`config.mk`:
```
export PLATFORM = sky130hd
export DESIGN_NAME = kbh_link
export DESIGN_NICKNAME = d
export VERILOG_FILES = /design/src/design/kbh_pkg.sv /design/src/design/kbh_fifo.sv /design/src/design/kbh_link.sv
export SDC_FILE = /design/constraint.sdc
export NUM_CORES = 1
export LEC_CHECK = 0
export BUFFER_PORTS_ARGS = -buffer_cell sky130_fd_sc_hd__buf_2
export CORE_UTILIZATION = 63
export DETAILED_ROUTE_END_ITERATION = 6
export GPL_ROUTABILITY_DRIVEN = 0
export MAX_ROUTING_LAYER = met4
export PLACE_DENSITY = 0.8
export SETUP_SLACK_MARGIN = 0.3
export SYNTH_ARGS = -nofsm -noshare
export SYNTH_HDL_FRONTEND = slang
export SYNTH_SLANG_ARGS = --single-unit
```
`constraint.sdc`:
```
create_clock -name I_CLK_SYS -period 3.9 [get_ports I_CLK_SYS]
set_clock_uncertainty 0.1 [all_clocks]
set_input_delay 0.585 -clock I_CLK_SYS [delete_from_list [all_inputs] [get_ports I_CLK_SYS]]
set_output_delay 0.585 -clock I_CLK_SYS [all_outputs]
set_load 0.01 [all_outputs]
```
`src/design/kbh_pkg.sv`:
```
// Purpose: Shared constants and types for the keyboard handshake link
// Assumes: 10 MHz system clock
// Notes:   Timeout count is derived from its time in milliseconds
package kbh_pkg;

  // ********************************************************
  // Timing
  // ********************************************************
  localparam int unsigned CLK_HZ      = 10_000_000;
  localparam int unsigned MS_PER_S    = 1000;
  localparam int unsigned TIMEOUT_MS  = 250;
  localparam int unsigned TIMEOUT_CYC = TIMEOUT_MS * (CLK_HZ / MS_PER_S);
  localparam int          TMR_W       = 22;

  // ********************************************************
  // Word framing
  // ********************************************************
  localparam int          DATA_W     = 8;
  localparam int          FIFO_DEPTH = 16;
  localparam int          IDX_W      = 4;
  localparam logic [3:0]  FIRST_IDX  = 4'h0;
  localparam logic [3:0]  STOP_IDX   = 4'h8;
  localparam logic        LINE_IDLE  = 1'b1;
  localparam logic        STOP_LEVEL = 1'b0;

  // ********************************************************
  // Types
  // ********************************************************
  typedef struct packed {
    logic       closed;
    logic [6:0] key;
  } kbh_event_type;

  typedef enum logic [2:0] {
    S_IDLE,
    S_SETUP,
    S_WAIT_FALL,
    S_WAIT_RISE,
    S_RESTART
  } kbh_phase_type;

  typedef struct packed {
    kbh_phase_type          st;
    logic [IDX_W-1:0]       idx;
    logic [DATA_W-1:0]      word;
    logic [TMR_W-1:0]       timer;
    logic                   ready;
    logic                   serial;
    logic                   ack_meta;
    logic                   ack_sync;
    logic                   ack_last;
  } kbh_state_type;

endpackage

```
`src/design/kbh_fifo.sv`:
```
// Purpose: Event queue between key scanning and the serial link
// Assumes: Single clock, synchronous active-high reset
// Notes:   Enable low freezes all state
`timescale 1ns/100ps
module kbh_fifo #(
  parameter int W = 8,
  parameter int D = 16
) (
  // Clock, reset and enable
  input  wire logic         i_clk,
  input  wire logic         i_rst,
  input  wire logic         i_en,
  // Fill side
  input  wire logic         i_wr_valid,
  output logic              o_wr_ready,
  input  wire logic [W-1:0] i_wr_data,
  // Drain side
  output logic              o_rd_valid,
  input  wire logic         i_rd_ready,
  output logic [W-1:0]      o_rd_data
);
  localparam int AW = $clog2(D);

  typedef struct packed {
    logic [D-1:0][W-1:0] mem;
    logic [AW-1:0]       wp;
    logic [AW-1:0]       rp;
    logic [AW:0]         cnt;
  } kbh_fifo_state_type;

  kbh_fifo_state_type r_reg;
  kbh_fifo_state_type r_next;
  logic               push;
  logic               pop;

  assign o_wr_ready = (r_reg.cnt != (AW+1)'(D));
  assign o_rd_valid = (r_reg.cnt != '0);
  assign o_rd_data  = r_reg.mem[r_reg.rp];
  assign push       = i_wr_valid && o_wr_ready;
  assign pop        = o_rd_valid && i_rd_ready;

  always_comb begin
    r_next = r_reg;
    if (push) begin
      r_next.mem[r_reg.wp] = i_wr_data;
      r_next.wp            = r_reg.wp + 1'b1;
    end
    if (pop) begin
      r_next.rp = r_reg.rp + 1'b1;
    end
    if (push && !pop) begin
      r_next.cnt = r_reg.cnt + 1'b1;
    end else if (pop && !push) begin
      r_next.cnt = r_reg.cnt - 1'b1;
    end
  end

  always_ff @(posedge i_clk) begin
    if (i_rst) begin
      r_reg <= '0;
    end else if (i_en) begin
      r_reg <= r_next;
    end
  end

endmodule

```
`src/design/kbh_link.sv`:
```
// Purpose: Keyboard side of the ready/acknowledge serial key event link
// Assumes: Host acknowledge arrives asynchronously; events come from scan logic
// Notes:   Idle leaves both link lines high
`timescale 1ns/100ps
module kbh_link
  import kbh_pkg::*;
#(
  parameter int unsigned P_TIMEOUT_CYC = kbh_pkg::TIMEOUT_CYC
) (
  // Clock, reset, enable
  input  wire logic                   I_CLK_SYS,
  input  wire logic                   I_SYS_RST,
  input  wire logic                   I_CLK_EN,
  // Key events from scanning
  input  wire logic                   I_EVT_VALID,
  input  wire kbh_pkg::kbh_event_type I_EVT,
  output logic                        O_EVT_READY,
  // Link pins
  input  wire logic                   I_HOST_ACK_LINE,
  output logic                        O_KBD_READY_STROBE,
  output logic                        O_KBD_SERIAL_LINE
);
  import kbh_pkg::*;

  // ********************************************************
  // Helpers
  // ********************************************************
  function automatic logic bit_of(input logic [DATA_W-1:0] w, input logic [IDX_W-1:0] i);
    bit_of = (i == STOP_IDX) ? STOP_LEVEL : w[i[2:0]];
  endfunction

  // ********************************************************
  // Event queue
  // ********************************************************
  kbh_state_type       s_reg;
  kbh_state_type       s_next;
  logic                q_valid;
  logic                q_pop;
  logic [DATA_W-1:0]   q_data;
  logic                ack_fall;
  logic                ack_rise;
  logic                timeout;

  kbh_fifo #(
    .W (DATA_W),
    .D (FIFO_DEPTH)
  ) u_fifo (
    .i_clk      (I_CLK_SYS),
    .i_rst      (I_SYS_RST),
    .i_en       (I_CLK_EN),
    .i_wr_valid (I_EVT_VALID),
    .o_wr_ready (O_EVT_READY),
    .i_wr_data  ({I_EVT.closed, I_EVT.key}),
    .o_rd_valid (q_valid),
    .i_rd_ready (q_pop),
    .o_rd_data  (q_data)
  );

  assign q_pop    = (s_reg.st == S_IDLE);
  assign ack_fall = s_reg.ack_last && !s_reg.ack_sync;
  assign ack_rise = !s_reg.ack_last && s_reg.ack_sync;
  assign timeout  = (s_reg.timer == TMR_W'(P_TIMEOUT_CYC - 1));

  assign O_KBD_READY_STROBE = s_reg.ready;
  assign O_KBD_SERIAL_LINE  = s_reg.serial;

  // ********************************************************
  // Handshake sequencer
  // ********************************************************
  always_comb begin
    s_next          = s_reg;
    s_next.ack_meta = I_HOST_ACK_LINE;
    s_next.ack_sync = s_reg.ack_meta;
    s_next.ack_last = s_reg.ack_sync;
    case (s_reg.st)
      S_IDLE: begin
        if (q_valid) begin
          s_next.word   = q_data;
          s_next.idx    = FIRST_IDX;
          s_next.serial = bit_of(q_data, FIRST_IDX);
          s_next.st     = S_SETUP;
        end
      end
      S_SETUP: begin
        s_next.ready = 1'b0;
        s_next.timer = '0;
        s_next.st    = S_WAIT_FALL;
      end
      S_WAIT_FALL: begin
        s_next.timer = s_reg.timer + 1'b1;
        if (ack_fall) begin
          s_next.ready = 1'b1;
          if (s_reg.idx == STOP_IDX) begin
            s_next.serial = LINE_IDLE;
          end
          s_next.st = S_WAIT_RISE;
        end else if (timeout) begin
          s_next.ready = 1'b1;
          s_next.st    = S_RESTART;
        end
      end
      S_WAIT_RISE: begin
        if (ack_rise) begin
          if (s_reg.idx == STOP_IDX) begin
            s_next.st = S_IDLE;
          end else begin
            s_next.idx    = s_reg.idx + 1'b1;
            s_next.serial = bit_of(s_reg.word, s_reg.idx + 1'b1);
            s_next.st     = S_SETUP;
          end
        end
      end
      S_RESTART: begin
        s_next.idx    = FIRST_IDX;
        s_next.serial = bit_of(s_reg.word, FIRST_IDX);
        s_next.st     = S_SETUP;
      end
      default: begin
        s_next.st = S_IDLE;
      end
    endcase
  end

  always_ff @(posedge I_CLK_SYS) begin
    if (I_SYS_RST) begin
      s_reg          <= '0;
      s_reg.st       <= S_IDLE;
      s_reg.ready    <= LINE_IDLE;
      s_reg.serial   <= LINE_IDLE;
      s_reg.ack_meta <= LINE_IDLE;
      s_reg.ack_sync <= LINE_IDLE;
      s_reg.ack_last <= LINE_IDLE;
    end else if (I_CLK_EN) begin
      s_reg <= s_next;
    end
  end
endmodule

```
### Word-level counts from Yosys, hierarchy flattened

Index checks and enable logic that the tools add are counted.

* register bits: 183
* output and inout bits: 3
* word-level logic and storage cells: 105

* add/sub/neg operators: 6
* order comparisons: 4
* equal/unequal tests: 14
* multiplexer cells: 27
* reductions and logical operators: 26

Operator list (number)
* $bwmux 128: 1
* $pmux 23 s2: 1
* $bmux 8 s4: 1
* $demux 8 s4: 1
* $add 22x1->22 const B: 1
* $eq 22x22->1 const B: 1
* $mux 8: 2
* $mux 15: 1
* $pmux 3 s5: 1
* $add 4x1->4 const B: 3
* $pmux 4 s3: 1
* $lt 4x5->1 const B: 2
* $mux 1: 10
* $mux 5: 2
* $eq 4x4->1 const B: 2
* $ne 2x2->1 const B: 4
* $reduce_and 2->1: 4
* $logic_and 1x1->1: 7
* $mux 7: 1
* $reduce_and 7->1: 1
* $eq 3x2->1 const B: 2
* $mux 3: 2
* $reduce_and 3->1: 2
* $add 5x1->5 const B: 1
* 19 further kinds: 23

### Longest topological paths before layout

* depth in word-level cells: 7
* mapped depth: 12

### Cells and area by module

From an unflattened synthesis, not the netlist that was laid out.

* cell total of the unflattened synthesis: 859
* area, all modules: 8949.8 um^2

Modules (own cells, without submodules)
* kbh_fifo: instances 1, cells an instance 602, area each 6695.2 um^2, seq. area each 2822.7 um^2
* kbh_link: instances 1, cells an instance 257, area each 2254.7 um^2, seq. area each 840.8 um^2

### Worst setup path before layout

No wires, ideal clock.

* path kind: flip-flop to flip-flop
* start point: reg u_fifo.r_reg[0] (netlist bit)
* end point: reg u_fifo.r_reg[4] (netlist bit)
* data arrival time: 2.804 ns
* slack: 0.925 ns
* stages on the path, launching flop included: 13
* buffers on the path: 1
* path through: dfxtp_1 > or4_1 > o21ai_1 > buf_6 > inv_2 > ha_1 > inv_1 > ha_1 > a21o_1 > a21oi_1 > xnor2_1 > or3_1 > a21oi_1

* word-level cells in the longest chain between the ends: 6
* elaborated cells between the ends (all ways): 14

RTL lines
* from (decl): line kbh_fifo.sv:31 `kbh_fifo_state_type r_reg;`
* from (signal assigned): line kbh_fifo.sv:62 `r_reg <= r_next;`
* parallel branches: the longest is 6 deep, another holds $sub 5x1->5

Parallel ways; which one is timed is not known. The select of a mux whose other input is x is not followed.
A chain may end at the register's enable or synchronous reset.

### Worst setup path in the final report

Same ends and word-level chain as after synthesis.

==> run metrics <==
CTS tree=done; FF-to-FF Start=u_fifo.r_reg[0]; worst slew pin tran=0.989 ns; pwr/cell area=511 nW/um^2; I/O pins=16; die outline width=119 um; Worst Hold Class=in2reg; GRT overflow=0; Die Area=14200 um^2; Startpoint Class=flip-flop; commonest non-fill, non-tap cell in the layout=dfxtp_1; core area=13300 um^2; worst setup path start=u_fifo.r_reg[0]; H-tree lvl count=4; post-synthesis register bit count=183; Largest stage delay, worst path=0.64 ns; clock sink total=183; Root Buffer=clkbuf_16; hold slack=0.279 ns; total of max-cap violations=0; clk_lat worst skew=0.44 ns; initial core utilization=0.649; max-slew violation count=0; # DRC=0; antenna cells=0; RSZ-0062 raised after global routing=no; top cell type's share of synthesized area=0.423; Post-Syn Nets=887; hold_sp=I_HOST_ACK_LINE; clock-pin slew on the worst setup and hold paths=0.06 ns; Total GRT Usage=0.301; fmax=0.322 GHz; dominant cells by area after synthesis=dfxtp_1 (42%), mux2i_1 (16%), mux4_2 (7.8%); CP arrival=3.37 ns; layout cells sized above 1=0.119; WP buf/inv=2; max FFs per register=141; Synth cell types=60; # Post-CTS Setup Buffers=0; CP max FO=5; syn avg cell area=10.1 um^2; Cell Rows=42; setup TNS=0 ns; Critical Path End Type=flip-flop; Area growth syn-to-layout=7.86%; vias per cell=6.17; fin nets=870; most frequent cells in the layout=dfxtp_1 (182), nor2_1 (164), mux2i_1 (139), nand2_1 (39), mux4_2 (30); Top FF cell, synth=dfxtp_1; Resized Gates After CTS=0; Max IR drop VDD=0.327 mV; Final ANT Viol Nets=0; DR iter-0 viols=597; drt pass-1 iters=5; first-pass GRT wire length=32.3 mm; cell taking the most area after synthesis=dfxtp_1; final setup fails=0; crit path time final=3.10 ns; Setup Crit Path Kind=reg2reg; Post-synth EDFFs=0; required time of the critical path=4.16 ns; CP cell instances=or4_1 -> o21ai_4 -> inv_2 -> ha_1 -> inv_1 -> ha_1 -> a21o_1 -> a21oi_1 -> xnor2_1 -> or3_1 -> a21oi_1; CP delay by family, top=simple AND/OR/NAND/NOR gates; Final Cycle Share=0.795; WL/cell=18.9 um; Num CTS Buffers=17; Post-CTS Hold Buffers=0; initial antenna violation count=0; largest net degree at the start of global routing=84; DPL Wire Length=12.8 mm; Pleak=3.13 nW; final wirelength=19.5 mm; cells after synthesis=861; synth warn=0; Slew headroom=0.340; clock buffer depth=2; Final Hold Fails=0; Mapped Area=8660 um^2; Chip Height=119 um; outcome=complete, no violations; asr flop ratio synth=0; via count=6378; vias in the first global route=6394; Slowest cell on crit path=or4_1; Port Buffers=15; Seq/Total Area, Yosys=0.423
==> Yosys cell counts (3+ instances only) <==
| cell type | instances |
|---|---|
| dfxtp_1 | 183 |
| nor2_1 | 164 |
| mux2i_1 | 139 |
| clkbuf_1 | 40 |
| nand2_1 | 39 |
| mux4_2 | 30 |
| a21oi_1 | 23 |
| nand3_1 | 20 |
| xnor2_1 | 19 |
| inv_1 | 17 |
| o21ai_1 | 13 |
| ha_1 | 12 |
| nor3_4 | 12 |
| a22o_1 | 8 |
| buf_2 | 8 |
| nor3_1 | 8 |
| a221oi_1 | 7 |
| nand4_1 | 7 |
| nor4_1 | 7 |
| or3_1 | 7 |
| nand3b_1 | 6 |
| nor2b_1 | 6 |
| o21ai_0 | 6 |
| nand2b_1 | 5 |
| or4_1 | 5 |
| xor2_1 | 5 |
| a211oi_1 | 4 |
| and3_1 | 4 |
| nor4_4 | 4 |
| a21o_1 | 3 |
| and2_1 | 3 |
| and4_1 | 3 |
| buf_1 | 3 |
| buf_6 | 3 |
| nor3b_1 | 3 |
| o211ai_1 | 3 |
| o31ai_1 | 3 |
==> logic make-up after synthesis <==
group           share of synthesized area
compound gates                     0.0666
buf+inv                            0.0367
simple gates                        0.187
xor+xnor                           0.0243
mux                                 0.243
fa+ha+maj                          0.0196
flops                               0.423
==> report_power, final <==
group	leakage (nW)	switching (mW)	internal, mW
Combinational	1.37	0.596	0.416
Sequential	1.48	0.120	1.94
Clock	0.278	0.720	0.982
==> routing by layer <==
metal	global-route usage	vias to the layer above	wire length (um)
li1	-	3024	-
met5	-	-	0
met3	0.0565	41	831
met4	0.114	0	424
met1	0.349	3156	8220
met2	0.516	157	10000
==> final timing paths <==
kind                      to  slack (ns)  cells after the start
max reg2reg  u_fifo.r_reg[4]        0.80                     11
min                s_next[1]        0.28                      3
min reg2reg        s_reg[30]        0.37                      2
max          u_fifo.r_reg[4]        0.80                     11
==> final cells by class <==
type	count	area (um^2)
multi-input cells	604	4690
fillers	1024	4000
flip-flops and latches	183	3660
clock buffers	23	468
well taps	176	220
clock inverters	9	115
repair buffers	20	115
inverters	18	67.6
==> worst register-to-register path, stage by stage (launching register included) <==
cell     delay, ns
dfxtp_1       0.37
or4_1         0.64
o21ai_4       0.19
inv_2         0.07
ha_1          0.22
inv_1         0.15
ha_1          0.30
a21o_1        0.20
a21oi_1       0.21
xnor2_1       0.10
or3_1         0.34
a21oi_1       0.14
==> per-stage QoR <==
| step | util | std cells | setup slack (ns) | total power [mW] | area (um^2) |
|---|---|---|---|---|---|
| finish | 0.700 | 1033 | 0.798 | 4.77 | 9350 |
| global route | 0.700 | 1033 | 0.517 | 4.98 | 9350 |
| global placement | 0.656 | 1001 | 0.928 | 3.05 | 8760 |
| CTS | 0.700 | 1033 | 0.834 | 4.78 | 9350 |
| detailed placement | 0.656 | 1001 | 0.796 | 3.10 | 8760 |
| floorplan | - | 861 | 0.925 | 2.88 | 8660 |
No activity file was read; power rests on OpenSTA's default activity.
